### config.mk
export PLATFORM = sky130hd
export DESIGN_NAME = ivc_top
export DESIGN_NICKNAME = d
export VERILOG_FILES = /design/src/core/ivc_pkg.sv /design/src/core/ivc_sync2.sv /design/src/core/ivc_ost.sv /design/src/core/ivc_top.sv
export VERILOG_INCLUDE_DIRS = /design/src /design/src/core
export SDC_FILE = /design/constraint.sdc
export NUM_CORES = 1
export LEC_CHECK = 0
export BUFFER_PORTS_ARGS = -buffer_cell sky130_fd_sc_hd__buf_4
export CAP_MARGIN = 20
export CORE_AREA = 2 2 269 271
export DETAILED_ROUTE_END_ITERATION = 8
export DIE_AREA = 0 0 271 273
export GPL_ROUTABILITY_DRIVEN = 0
export PLACE_DENSITY = 0.55
export SLEW_MARGIN = 40
export SYNTH_ARGS = -nofsm -noshare
export SYNTH_HDL_FRONTEND = slang
export SYNTH_SLANG_ARGS = --single-unit
### constraint.sdc
create_clock -name i_clk_sys -period 260.2 [get_ports i_clk_sys]
set_clock_uncertainty 0.2 [all_clocks]
set_input_delay 0 -clock i_clk_sys [delete_from_list [all_inputs] [get_ports i_clk_sys]]
set_output_delay 0 -clock i_clk_sys [all_outputs]
set_load 0.02 [all_outputs]
### src/core/ivc_cfg.svh
// constants for the interrupt vector controller: offsets, counts, timing
// assumes one 100 MHz system clock and program-memory word addresses
`ifndef IVC_CFG_SVH
`define IVC_CFG_SVH
`define IVC_ADDR_W 24
`define IVC_RESET_ADDR 24'h00_0000
`define IVC_TRAP_BASE 24'h00_0004
`define IVC_IRQ_BASE 24'h00_0014
`define IVC_IRQ_LAST 24'h00_00FE
`define IVC_ALT_CODE_OFS 24'h00_0100
`define IVC_NUM_TRAPS 8
`define IVC_NUM_TRAPS_IMPL 6
`define IVC_NUM_IRQ 118
`define IVC_PRIO_W 3
`define IVC_OST_BITS 10
`define IVC_OST_PERIODS 1024
`define IVC_TRAP_OSC_FAIL 3'h0
`define IVC_ALT_SEL_BIT 8
`define IVC_ENTRY_LAT_NS 30
`define IVC_RETURN_LAT_NS 20
`define IVC_CLK_PERIOD_NS 10
`define IVC_ENTRY_CYC ((`IVC_ENTRY_LAT_NS + `IVC_CLK_PERIOD_NS - 1) / `IVC_CLK_PERIOD_NS)
`define IVC_RETURN_CYC ((`IVC_RETURN_LAT_NS + `IVC_CLK_PERIOD_NS - 1) / `IVC_CLK_PERIOD_NS)
`endif

### src/core/ivc_pkg.sv
// types for the interrupt vector controller
// assumes ivc_cfg.svh is on the include path
package ivc_pkg;
  typedef enum logic [3:0] {
    IVC_ST_HOLD = 4'b0001,
    IVC_ST_RUN = 4'b0010,
    IVC_ST_ENTRY = 4'b0100,
    IVC_ST_SVC = 4'b1000
  } ivc_state_t;
endpackage

### src/core/ivc_sync2.sv
// two flip-flop synchroniser for one level from outside the clock domain
// assumes the input is a quasi-static level
`timescale 1ns/1ps
module ivc_sync2 (
  // clock
  input wire logic i_clk_sys,
  // level
  input wire logic i_async,
  output logic o_sync
);
  typedef struct packed {
    logic meta_r;
    logic sync_r;
  } ivc_sync_t;
  ivc_sync_t st_r;
  ivc_sync_t st_nxt;

  always_comb begin
    st_nxt.meta_r = i_async;
    st_nxt.sync_r = st_r.meta_r;
  end

  // no reset: pin status must already be settled when reset is released,
  // so that the clock monitor's first look sees the real level
  always_ff @(posedge i_clk_sys) begin
    st_r <= st_nxt;
  end

  assign o_sync = st_r.sync_r;
endmodule

### src/core/ivc_ost.sv
// oscillator start-up counter: counts crystal periods before release
// assumes i_osc_tick is a synchronised one-cycle pulse per oscillator period
`timescale 1ns/1ps
`include "ivc_cfg.svh"
module ivc_ost #(
  parameter int unsigned CNT_W = `IVC_OST_BITS
) (
  // clock and reset
  input wire logic i_clk_sys,
  input wire logic i_sys_rst,
  // control
  input wire logic i_restart,
  input wire logic i_osc_tick,
  // status
  output logic o_expired
);
  typedef struct packed {
    logic [CNT_W-1:0] cnt_r;
    logic done_r;
  } ivc_ost_t;
  ivc_ost_t st_r;
  ivc_ost_t st_nxt;

  always_comb begin
    st_nxt = st_r;
    if (i_restart) begin
      st_nxt = '0;
    end else if (i_osc_tick && !st_r.done_r) begin
      st_nxt.cnt_r = st_r.cnt_r + 1'b1;
      if (&st_r.cnt_r) begin
        st_nxt.done_r = 1'b1;
      end
    end
  end

  always_ff @(posedge i_clk_sys) begin
    if (i_sys_rst) begin
      st_r <= '0;
    end else begin
      st_r <= st_nxt;
    end
  end

  assign o_expired = st_r.done_r;
endmodule

### src/core/ivc_top.sv
// interrupt vector controller: clock release gate, clock-fail fallback,
// trap and interrupt ranking, vector address generation, fixed latencies
// assumes the cpu pulses i_cpu_ack to accept and i_cpu_ret on return
`timescale 1ns/1ps
`include "ivc_cfg.svh"
module ivc_top
  import ivc_pkg::*;
#(
  parameter int unsigned NUM_IRQ = `IVC_NUM_IRQ,
  parameter int unsigned NUM_TRAPS = `IVC_NUM_TRAPS,
  parameter int unsigned ADDR_W = `IVC_ADDR_W,
  parameter bit BOOT_SEG_IMPL = 1'b1
) (
  // clock and reset
  input wire logic i_clk_sys,
  input wire logic i_sys_rst,
  // clock source status (pins, asynchronous)
  input wire logic i_osc_running,
  input wire logic i_osc_tick_raw,
  input wire logic i_pll_locked,
  input wire logic i_xtal_sel,
  input wire logic i_pll_sel,
  input wire logic i_clock_fail_monitor_en,
  // interrupt sources, same domain
  input wire logic [NUM_IRQ-1:0] i_irq,
  input wire logic [NUM_IRQ-1:0] i_irq_en,
  input wire logic [NUM_IRQ*`IVC_PRIO_W-1:0] i_irq_prio,
  input wire logic [NUM_TRAPS-1:0] i_trap,
  input wire logic [`IVC_PRIO_W-1:0] i_cpu_prio,
  // second_interrupt_control alternate select and boot base
  input wire logic i_alt_vector_select,
  input wire logic [ADDR_W-1:0] i_boot_alt_base,
  // cpu handshake
  input wire logic i_cpu_ack,
  input wire logic i_cpu_ret,
  // outputs to cpu and clock switch
  output logic o_cpu_irq,
  output logic o_exec_en,
  output logic [ADDR_W-1:0] o_pc_start,
  output logic [ADDR_W-1:0] o_vec_addr,
  output logic o_vec_valid,
  output logic o_ret_done,
  output logic o_use_fast_rc_oscillator,
  output logic o_osc_fail_trap
);
  localparam int unsigned IDX_W = $clog2(NUM_IRQ + NUM_TRAPS);
  localparam int unsigned ENT_CYC = `IVC_ENTRY_CYC;
  localparam int unsigned RET_CYC = `IVC_RETURN_CYC;
  localparam logic [3:0] ENT_LAST = 4'(ENT_CYC - 1);
  localparam logic [3:0] RET_LAST = 4'(RET_CYC - 1);

  // ==================================================
  // synchronisers and start-up counter
  // ==================================================
  logic osc_run_s;
  logic osc_tick_s;
  logic pll_lock_s;
  logic xtal_s;
  logic pll_s;
  logic mon_en_s;
  logic tick_d_r;
  logic ost_done;

  // synchronisers keep sampling through reset so status is valid at release
  ivc_sync2 u_sync_run (.i_clk_sys(i_clk_sys), .i_async(i_osc_running), .o_sync(osc_run_s));
  ivc_sync2 u_sync_tick (.i_clk_sys(i_clk_sys), .i_async(i_osc_tick_raw), .o_sync(osc_tick_s));
  ivc_sync2 u_sync_lock (.i_clk_sys(i_clk_sys), .i_async(i_pll_locked), .o_sync(pll_lock_s));
  ivc_sync2 u_sync_xtal (.i_clk_sys(i_clk_sys), .i_async(i_xtal_sel), .o_sync(xtal_s));
  ivc_sync2 u_sync_pll (.i_clk_sys(i_clk_sys), .i_async(i_pll_sel), .o_sync(pll_s));
  ivc_sync2 u_sync_mon (.i_clk_sys(i_clk_sys),
    .i_async(i_clock_fail_monitor_en), .o_sync(mon_en_s));

  // independent start-up count
  // the counter is held clear by reset and restarts whenever the oscillator stops running
  ivc_ost u_ost (
    .i_clk_sys(i_clk_sys),
    .i_sys_rst(i_sys_rst),
    .i_restart(!osc_run_s),
    .i_osc_tick(osc_tick_s && !tick_d_r),
    .o_expired(ost_done)
  );

  // ==================================================
  // priority ranking
  // ==================================================
  logic cand_trap;
  logic cand_irq;
  logic [IDX_W-1:0] cand_idx;
  logic [`IVC_PRIO_W-1:0] cand_prio;
  logic clk_valid;

  // valid clock is running and released
  assign clk_valid = osc_run_s && (!xtal_s || ost_done) && (!pll_s || pll_lock_s);

  always_comb begin
    cand_trap = 1'b0;
    cand_irq = 1'b0;
    cand_idx = '0;
    cand_prio = '0;
    for (int i = NUM_IRQ - 1; i >= 0; i--) begin
      if (i_irq[i] && i_irq_en[i] && i_irq_prio[i*`IVC_PRIO_W +: `IVC_PRIO_W] != '0 &&
          i_irq_prio[i*`IVC_PRIO_W +: `IVC_PRIO_W] >= cand_prio) begin
        cand_irq = 1'b1;
        cand_idx = IDX_W'(i);
        cand_prio = i_irq_prio[i*`IVC_PRIO_W +: `IVC_PRIO_W];
      end
    end
    // level 0 disables, seven usable levels above cpu level
    if (cand_irq && cand_prio <= i_cpu_prio) begin
      cand_irq = 1'b0;
    end
    // traps 0-4 and 6 are non-maskable and outrank all sources; traps 5 and 7 are ignored
    for (int t = NUM_TRAPS - 1; t >= 0; t--) begin
      if (i_trap[t] && t != 5 && t != 7) begin
        cand_trap = 1'b1;
        cand_idx = IDX_W'(t);
      end
    end
  end

  // ==================================================
  // controller state
  // ==================================================
  typedef struct packed {
    ivc_state_t state_r;
    logic [3:0] lat_r;
    logic mon_armed_r;
    logic fast_rc_r;
    logic fail_trap_r;
    logic exec_r;
    logic irq_r;
    logic trap_sel_r;
    logic [IDX_W-1:0] idx_r;
    logic [ADDR_W-1:0] vec_r;
    logic vec_valid_r;
    logic ret_done_r;
    logic in_ret_r;
  } ivc_top_t;
  ivc_top_t st_r;
  ivc_top_t st_nxt;
  logic [ADDR_W-1:0] table_base;
  logic alt_ok;

  // alternate table only with a boot segment
  assign alt_ok = BOOT_SEG_IMPL && i_alt_vector_select;
  assign table_base = alt_ok ? i_boot_alt_base : '0;

  always_comb begin
    st_nxt = st_r;
    st_nxt.ret_done_r = 1'b0;
    // monitor armed at first cycle after reset release
    if (!st_r.mon_armed_r) begin
      st_nxt.mon_armed_r = 1'b1;
      // no clock: fall back to rc and trap
      if (mon_en_s && !clk_valid) begin
        st_nxt.fast_rc_r = 1'b1;
        st_nxt.fail_trap_r = 1'b1;
      end
    end else if (st_r.fail_trap_r && st_r.state_r == IVC_ST_ENTRY && st_r.trap_sel_r &&
                 st_r.idx_r == IDX_W'(`IVC_TRAP_OSC_FAIL)) begin
      st_nxt.fail_trap_r = 1'b0;
    end
    // one request line to the cpu
    st_nxt.irq_r = (cand_trap || cand_irq || st_r.fail_trap_r) && st_r.state_r == IVC_ST_RUN;
    case (st_r.state_r)
      IVC_ST_HOLD: begin
        if (st_r.mon_armed_r && (clk_valid || st_r.fast_rc_r)) begin
          st_nxt.exec_r = 1'b1;
          st_nxt.state_r = IVC_ST_RUN;
        end
      end
      IVC_ST_RUN: begin
        if (i_cpu_ack && st_r.irq_r) begin
          st_nxt.trap_sel_r = cand_trap || st_r.fail_trap_r;
          st_nxt.idx_r = st_r.fail_trap_r ? IDX_W'(`IVC_TRAP_OSC_FAIL) : cand_idx;
          st_nxt.lat_r = '0;
          st_nxt.vec_valid_r = 1'b0;
          st_nxt.irq_r = 1'b0;
          st_nxt.state_r = IVC_ST_ENTRY;
        end
      end
      IVC_ST_ENTRY: begin
        st_nxt.lat_r = st_r.lat_r + 4'h1;
        if (st_r.lat_r == ENT_LAST) begin
          // trap slot at base plus 4 plus 2n
          // vector n at base plus 14h plus 2n
          st_nxt.vec_r = table_base + (st_r.trap_sel_r ? `IVC_TRAP_BASE : `IVC_IRQ_BASE) +
                         ADDR_W'({st_r.idx_r, 1'b0});
          st_nxt.vec_valid_r = 1'b1;
          st_nxt.lat_r = '0;
          st_nxt.state_r = IVC_ST_SVC;
        end
      end
      IVC_ST_SVC: begin
        if (i_cpu_ret && !st_r.in_ret_r) begin
          st_nxt.in_ret_r = 1'b1;
          st_nxt.vec_valid_r = 1'b0;
          st_nxt.lat_r = '0;
        end else if (st_r.in_ret_r) begin
          st_nxt.lat_r = st_r.lat_r + 4'h1;
          if (st_r.lat_r == RET_LAST) begin
            st_nxt.in_ret_r = 1'b0;
            st_nxt.ret_done_r = 1'b1;
            st_nxt.state_r = IVC_ST_RUN;
          end
        end
      end
      default: begin
        st_nxt.state_r = IVC_ST_HOLD;
      end
    endcase
  end

  always_ff @(posedge i_clk_sys) begin
    if (i_sys_rst) begin
      st_r <= '{state_r: IVC_ST_HOLD, default: '0};
      tick_d_r <= 1'b0;
    end else begin
      st_r <= st_nxt;
      tick_d_r <= osc_tick_s;
    end
  end

  assign o_pc_start = `IVC_RESET_ADDR;
  assign o_cpu_irq = st_r.irq_r;
  assign o_exec_en = st_r.exec_r;
  assign o_vec_addr = st_r.vec_r;
  assign o_vec_valid = st_r.vec_valid_r;
  assign o_ret_done = st_r.ret_done_r;
  assign o_use_fast_rc_oscillator = st_r.fast_rc_r;
  assign o_osc_fail_trap = st_r.fail_trap_r;

  // ==================================================
  // assertions
  // ==================================================
  exec_gate_a: assert property (@(posedge i_clk_sys) disable iff (i_sys_rst)
    $rose(o_exec_en) |-> $past(clk_valid) || $past(st_r.fast_rc_r))
    else $error("execution enabled without a valid clock");
  entry_lat_a: assert property (@(posedge i_clk_sys) disable iff (i_sys_rst)
    (st_r.state_r == IVC_ST_RUN && i_cpu_ack && o_cpu_irq) |-> ##4 o_vec_valid)
    else $error("entry latency not fixed");
  ret_lat_a: assert property (@(posedge i_clk_sys) disable iff (i_sys_rst)
    (st_r.state_r == IVC_ST_SVC && i_cpu_ret && !st_r.in_ret_r) |-> ##3 o_ret_done)
    else $error("return latency not fixed");
  trap_addr_a: assert property (@(posedge i_clk_sys) disable iff (i_sys_rst)
    $rose(o_vec_valid) && st_r.trap_sel_r && !alt_ok |-> o_vec_addr <= 24'h00_0012)
    else $error("trap vector outside slots");
  irq_addr_a: assert property (@(posedge i_clk_sys) disable iff (i_sys_rst)
    $rose(o_vec_valid) && !st_r.trap_sel_r && !alt_ok |-> o_vec_addr >= 24'h00_0014 && o_vec_addr <= 24'h00_00FE)
    else $error("interrupt vector outside table");
  vec_even_a: assert property (@(posedge i_clk_sys) disable iff (i_sys_rst)
    $rose(o_vec_valid) |-> o_vec_addr[0] == table_base[0])
    else $error("vector address misaligned");
  mon_fail_a: assert property (@(posedge i_clk_sys) disable iff (i_sys_rst)
    !st_r.mon_armed_r && mon_en_s && !clk_valid |=> o_use_fast_rc_oscillator && o_osc_fail_trap)
    else $error("no fallback to rc oscillator");
  req_merge_a: assert property (@(posedge i_clk_sys) disable iff (i_sys_rst)
    st_r.state_r == IVC_ST_RUN && cand_trap |=> o_cpu_irq || $past(i_cpu_ack))
    else $error("pending trap not requested");
  no_req_a: assert property (@(posedge i_clk_sys) disable iff (i_sys_rst)
    o_cpu_irq |-> $past(cand_trap || cand_irq || st_r.fail_trap_r))
    else $error("request with nothing pending");
  pc_zero_a: assert property (@(posedge i_clk_sys) o_pc_start == '0)
    else $error("start address not zero");
  ret_pulse_a: assert property (@(posedge i_clk_sys) disable iff (i_sys_rst)
    o_ret_done |=> !o_ret_done)
    else $error("return done longer than one cycle");
  irq_drop_a: assert property (@(posedge i_clk_sys) disable iff (i_sys_rst)
    st_r.state_r == IVC_ST_RUN && i_cpu_ack && o_cpu_irq |=> !o_cpu_irq)
    else $error("request kept after acceptance");
  no_nest_a: assert property (@(posedge i_clk_sys) disable iff (i_sys_rst)
    st_r.state_r != IVC_ST_RUN |=> !o_cpu_irq)
    else $error("request raised outside run state");
  hold_exec_a: assert property (@(posedge i_clk_sys) disable iff (i_sys_rst)
    st_r.state_r == IVC_ST_HOLD |-> !o_exec_en)
    else $error("execution enabled while held");
  exec_keep_a: assert property (@(posedge i_clk_sys) disable iff (i_sys_rst)
    o_exec_en |=> o_exec_en)
    else $error("execution enable dropped without reset");
  // the cpu fetches from the vector for as long as it serves the handler
  vec_hold_a: assert property (@(posedge i_clk_sys) disable iff (i_sys_rst)
    o_vec_valid && !i_cpu_ret |=> o_vec_valid && $stable(o_vec_addr))
    else $error("vector changed during service");
  alt_base_a: assert property (@(posedge i_clk_sys) disable iff (i_sys_rst)
    $rose(o_vec_valid) && alt_ok |-> o_vec_addr >= i_boot_alt_base)
    else $error("alternate vector below its base");
  trap_first_a: assert property (@(posedge i_clk_sys) disable iff (i_sys_rst)
    st_r.state_r == IVC_ST_RUN && i_cpu_ack && o_cpu_irq && cand_trap |=> st_r.trap_sel_r)
    else $error("interrupt taken over pending trap");
  osc_first_a: assert property (@(posedge i_clk_sys) disable iff (i_sys_rst)
    st_r.state_r == IVC_ST_RUN && i_cpu_ack && o_cpu_irq && st_r.fail_trap_r |=>
    st_r.trap_sel_r && st_r.idx_r == '0)
    else $error("oscillator fail trap not served first");
  ost_gate_a: assert property (@(posedge i_clk_sys) disable iff (i_sys_rst)
    $rose(o_exec_en) && !st_r.fast_rc_r |-> $past(ost_done || !xtal_s))
    else $error("crystal released before start-up count");
  rc_keep_a: assert property (@(posedge i_clk_sys) disable iff (i_sys_rst)
    o_use_fast_rc_oscillator |=> o_use_fast_rc_oscillator)
    else $error("rc fallback dropped without reset");
  mon_keep_a: assert property (@(posedge i_clk_sys) disable iff (i_sys_rst)
    st_r.mon_armed_r |=> st_r.mon_armed_r)
    else $error("clock monitor disarmed");
  entry_c: cover property (@(posedge i_clk_sys) disable iff (i_sys_rst) $rose(o_vec_valid) && !st_r.trap_sel_r);
  trap_c: cover property (@(posedge i_clk_sys) disable iff (i_sys_rst) $rose(o_vec_valid) && st_r.trap_sel_r);
  fail_c: cover property (@(posedge i_clk_sys) disable iff (i_sys_rst) $rose(o_use_fast_rc_oscillator));
  alt_c: cover property (@(posedge i_clk_sys) disable iff (i_sys_rst) $rose(o_vec_valid) && alt_ok);
  ret_c: cover property (@(posedge i_clk_sys) disable iff (i_sys_rst) o_ret_done);
endmodule

==> reports/summary.txt <==
Status -> complete, no violations
Setup crit end -> st_r[27]
R2R setup slack -> 255.60 ns
Critical Path Sink Type -> register
Post-synth EDFFs -> 0
Multi-input logic area -> 20200 sq um
CP max-delay cell -> o311ai_1
Largest family of logic cells by synthesized area -> compound AO/OA/AOI/OAI gates
Nets -> 5027
Highest layer used for signal routing -> met5
CP peak stage delay -> 0.66 ns
Via count -> 29171
Critical Path AT -> 177.66 ns
Die width -> 271 um
Mapped Cells -> 3581
Clk Latency, worst-skew pair -> 0.34 ns
Die Area -> 74000 sq um
Mapped Area -> 23000 sq um
First-pass GRT wire length -> 149000 um
XOR/XNOR share of the synthesized area -> 0.0103
RSZ-0062 raised after global routing -> no
Number of iterations in the first detailed-routing pass -> 6
Post-DP HPWL -> 85500 um
Routed wl met2 -> 45500 um
Worst Max-Slew Pin Slew -> 0.795 ns
Share of cells above drive strength 1 -> 0.199
CTS max path bufs -> 2
Min-delay worst type -> in2reg
Worst Path Max Fanout -> 14
Clock-pin transition on the worst setup and hold timing paths -> 0.06 ns
Post-synth top flop -> dfxtp_1
Met3 WL -> 5880 um
F_max -> 5.63 MHz
Synth warnings -> 0
Vias per cell -> 5.58
Cell Area, Placed -> 28700 sq um
CTS Buf Count -> 9
Synth Area in Simple Gates -> 0.354
Launch point of the worst path -> i_irq[117]
Boundary pin count -> 690
Initial core utilization -> 0.325
Most common library cell in the layout ignoring fill and taps -> buf_4
Layout Cell Area excl Fill -> 29700 sq um
Filler cells -> 7610
Post-Synth Adder-Cell Area -> 0.0947
CTS resizes -> 0
Synthesized area per cell -> 6.44 sq um
Area of the core -> 71000 sq um
Reg-to-Reg Start -> st_r[28]
P&R area growth vs syn -> 28.7%
Post-CTS Setup Inserts -> 0
Slew HR -> 0.467
I/O Buffers -> 663
Pwr/cell area -> 3.77 nW/um^2
Multiplexer area fraction after synthesis -> 0.0204
Biggest regs -> o_vec_addr: 24 flops, st_r: 18 flops, u_ost.st_r: 10 flops
Peak supply drop -> 0.00309 mV
Met1 Routed Length -> 44400 um
Hold depth -> 4
Initial antenna violation count -> 33
Max Slew Vio Count -> 0
Top cells by area, synth -> ha_1 7.8%, nand2_1 7.0%, nor2_1 6.3%
Remaining Overflow, GRT -> 0
Row cnt -> 98
Max FFs per register -> 24
Cell taking the most area after synthesis -> ha_1
FFs w/ async S/R, synth -> 0
R2R Path End -> o_vec_addr[20]
P_leak -> 13.3 nW
#FFs+latches synth -> 72
Hold_buf cts -> 58
Routed Antenna Nets -> 0
R2R depth -> 20
Post-placement setup slack -> 83.86 ns
Overall routing resource usage -> 0.248
Pin count of the biggest net entering global routing -> 45
Critical Path RT -> 260.28 ns
Final setup fails -> 0
Avg WL per Cell -> 18.7 um
Tmin final -> 177.58 ns
Max_cap viols -> 0
Clock Tree Root -> clkbuf_16
Endpoints failing hold -> 0
Final core occ -> 0.418
CTS tree -> yes
CP startpoint kind -> input port
Remaining DRCs -> 0
Cell mode on critical path -> ha_1
Most frequent cells in the layout -> 667 x buf_4, 428 x nand2_1, 387 x nor2_1
DR iter-0 viols -> 1804
Tcrit/Tclk final -> 0.682
Setup CP Type -> in2reg
Routed Wire Length -> 97800 um
H-Tree Level Count -> 3
Vias in the first global route -> 26928
Yosys cell types -> 127
Final setup TNS -> 0 ns
Post-synthesis compound-gate area fraction -> 0.392
Register Area -> 1440 sq um
Most flops, register -> o_vec_addr
Final setup margin -> 82.62 ns
Seq/Total Area, Yosys -> 0.0625
Final Total Pwr -> 0.112 mW
CTS Sinks -> 72
Die Ht -> 273 um
Yosys top cell area share -> 0.0782
## per-layer routing
layer	vias up	global-route usage
met5	-	0
met4	22	0.0627
met3	118	0.0453
met2	844	0.417
met1	13421	0.324
li1	14766	-
## critical path: cells and delay by family
kind	cells	cell delay [ns]
AO/OA/AOI/OAI	505	116.36
adder cells (fa/ha/maj)	188	52.45
buffers and inverters	37	4.24
multiplexers	29	10.13
AND/OR/NAND/NOR	391	63.32
## cell usage after synthesis (all sizes together), types with 38 or more instances
cell and instances:
and3 95, o21ai 239, a31oi 72, nor2b 59
nand2 430, nand3 172, a211oi 44, ha 144
o211ai 68, inv 241, or2 42, buf 67
nand2b 125, a21o 54, dfxtp 72, nor3 103
o2111ai 38, and2 101, a21oi 265, a22oi 38
o31ai 42, nor2 387, o21a 55
## kinds of logic (layout without fill, tap and decap cells)
group / count (synthesis) / in the layout
flip-flops: 72 / 72
XOR/XNOR: 27 / 27
multiplexers: 43 / 43
AND/OR/NAND/NOR: 1652 / 1652
buffers and inverters: 336 / 982
adder cells (fa/ha/maj): 180 / 180
AO/OA/AOI/OAI: 1270 / 1270
other: 1 / 49
## per-stage QoR
stage               hold slack, ns  std cells
finish                      0.0262       5225
global route                0.0308       5221
CTS                         0.0107       5200
detailed placement         -0.0937       5126
global placement           -0.0949       5126
floorplan                   -0.172       3604
## layout make-up
class,count,area share
Multi-Input combinational cell,3196,0.681
Timing Repair Buffer,725,0.188
Sequential cell,72,0.0486
Tap cell,950,0.0401
Inverter,241,0.0305
Clock buffer,9,0.00759
Clock inverter,7,0.00215
Antenna cell,25,0.00211
## worst min path at each step
stage	start	end	slack (ns)
finish	i_alt_vector_select	o_vec_addr[13]	0.03
global route	i_alt_vector_select	o_vec_addr[13]	0.03
CTS	i_alt_vector_select	o_vec_addr[13]	0.01
detailed placement	i_pll_sel	u_sync_pll.st_nxt[0]	-0.09
global placement	i_xtal_sel	u_sync_xtal.st_nxt[0]	-0.09
floorplan	i_pll_locked	u_sync_lock.st_nxt[0]	-0.17
## power by group
| part | internal (mW) | leakage (nW) | switching (mW) |
|---|---|---|---|
| registers | 0.0112 | 0.586 | 0.0000853 |
| logic | 0.0387 | 12.6 | 0.0498 |
| clock network | 0.00667 | 0.137 | 0.00528 |
| total | 0.0566 | 13.3 | 0.0552 |
Note: power is estimated with default switching activity, not from simulation.
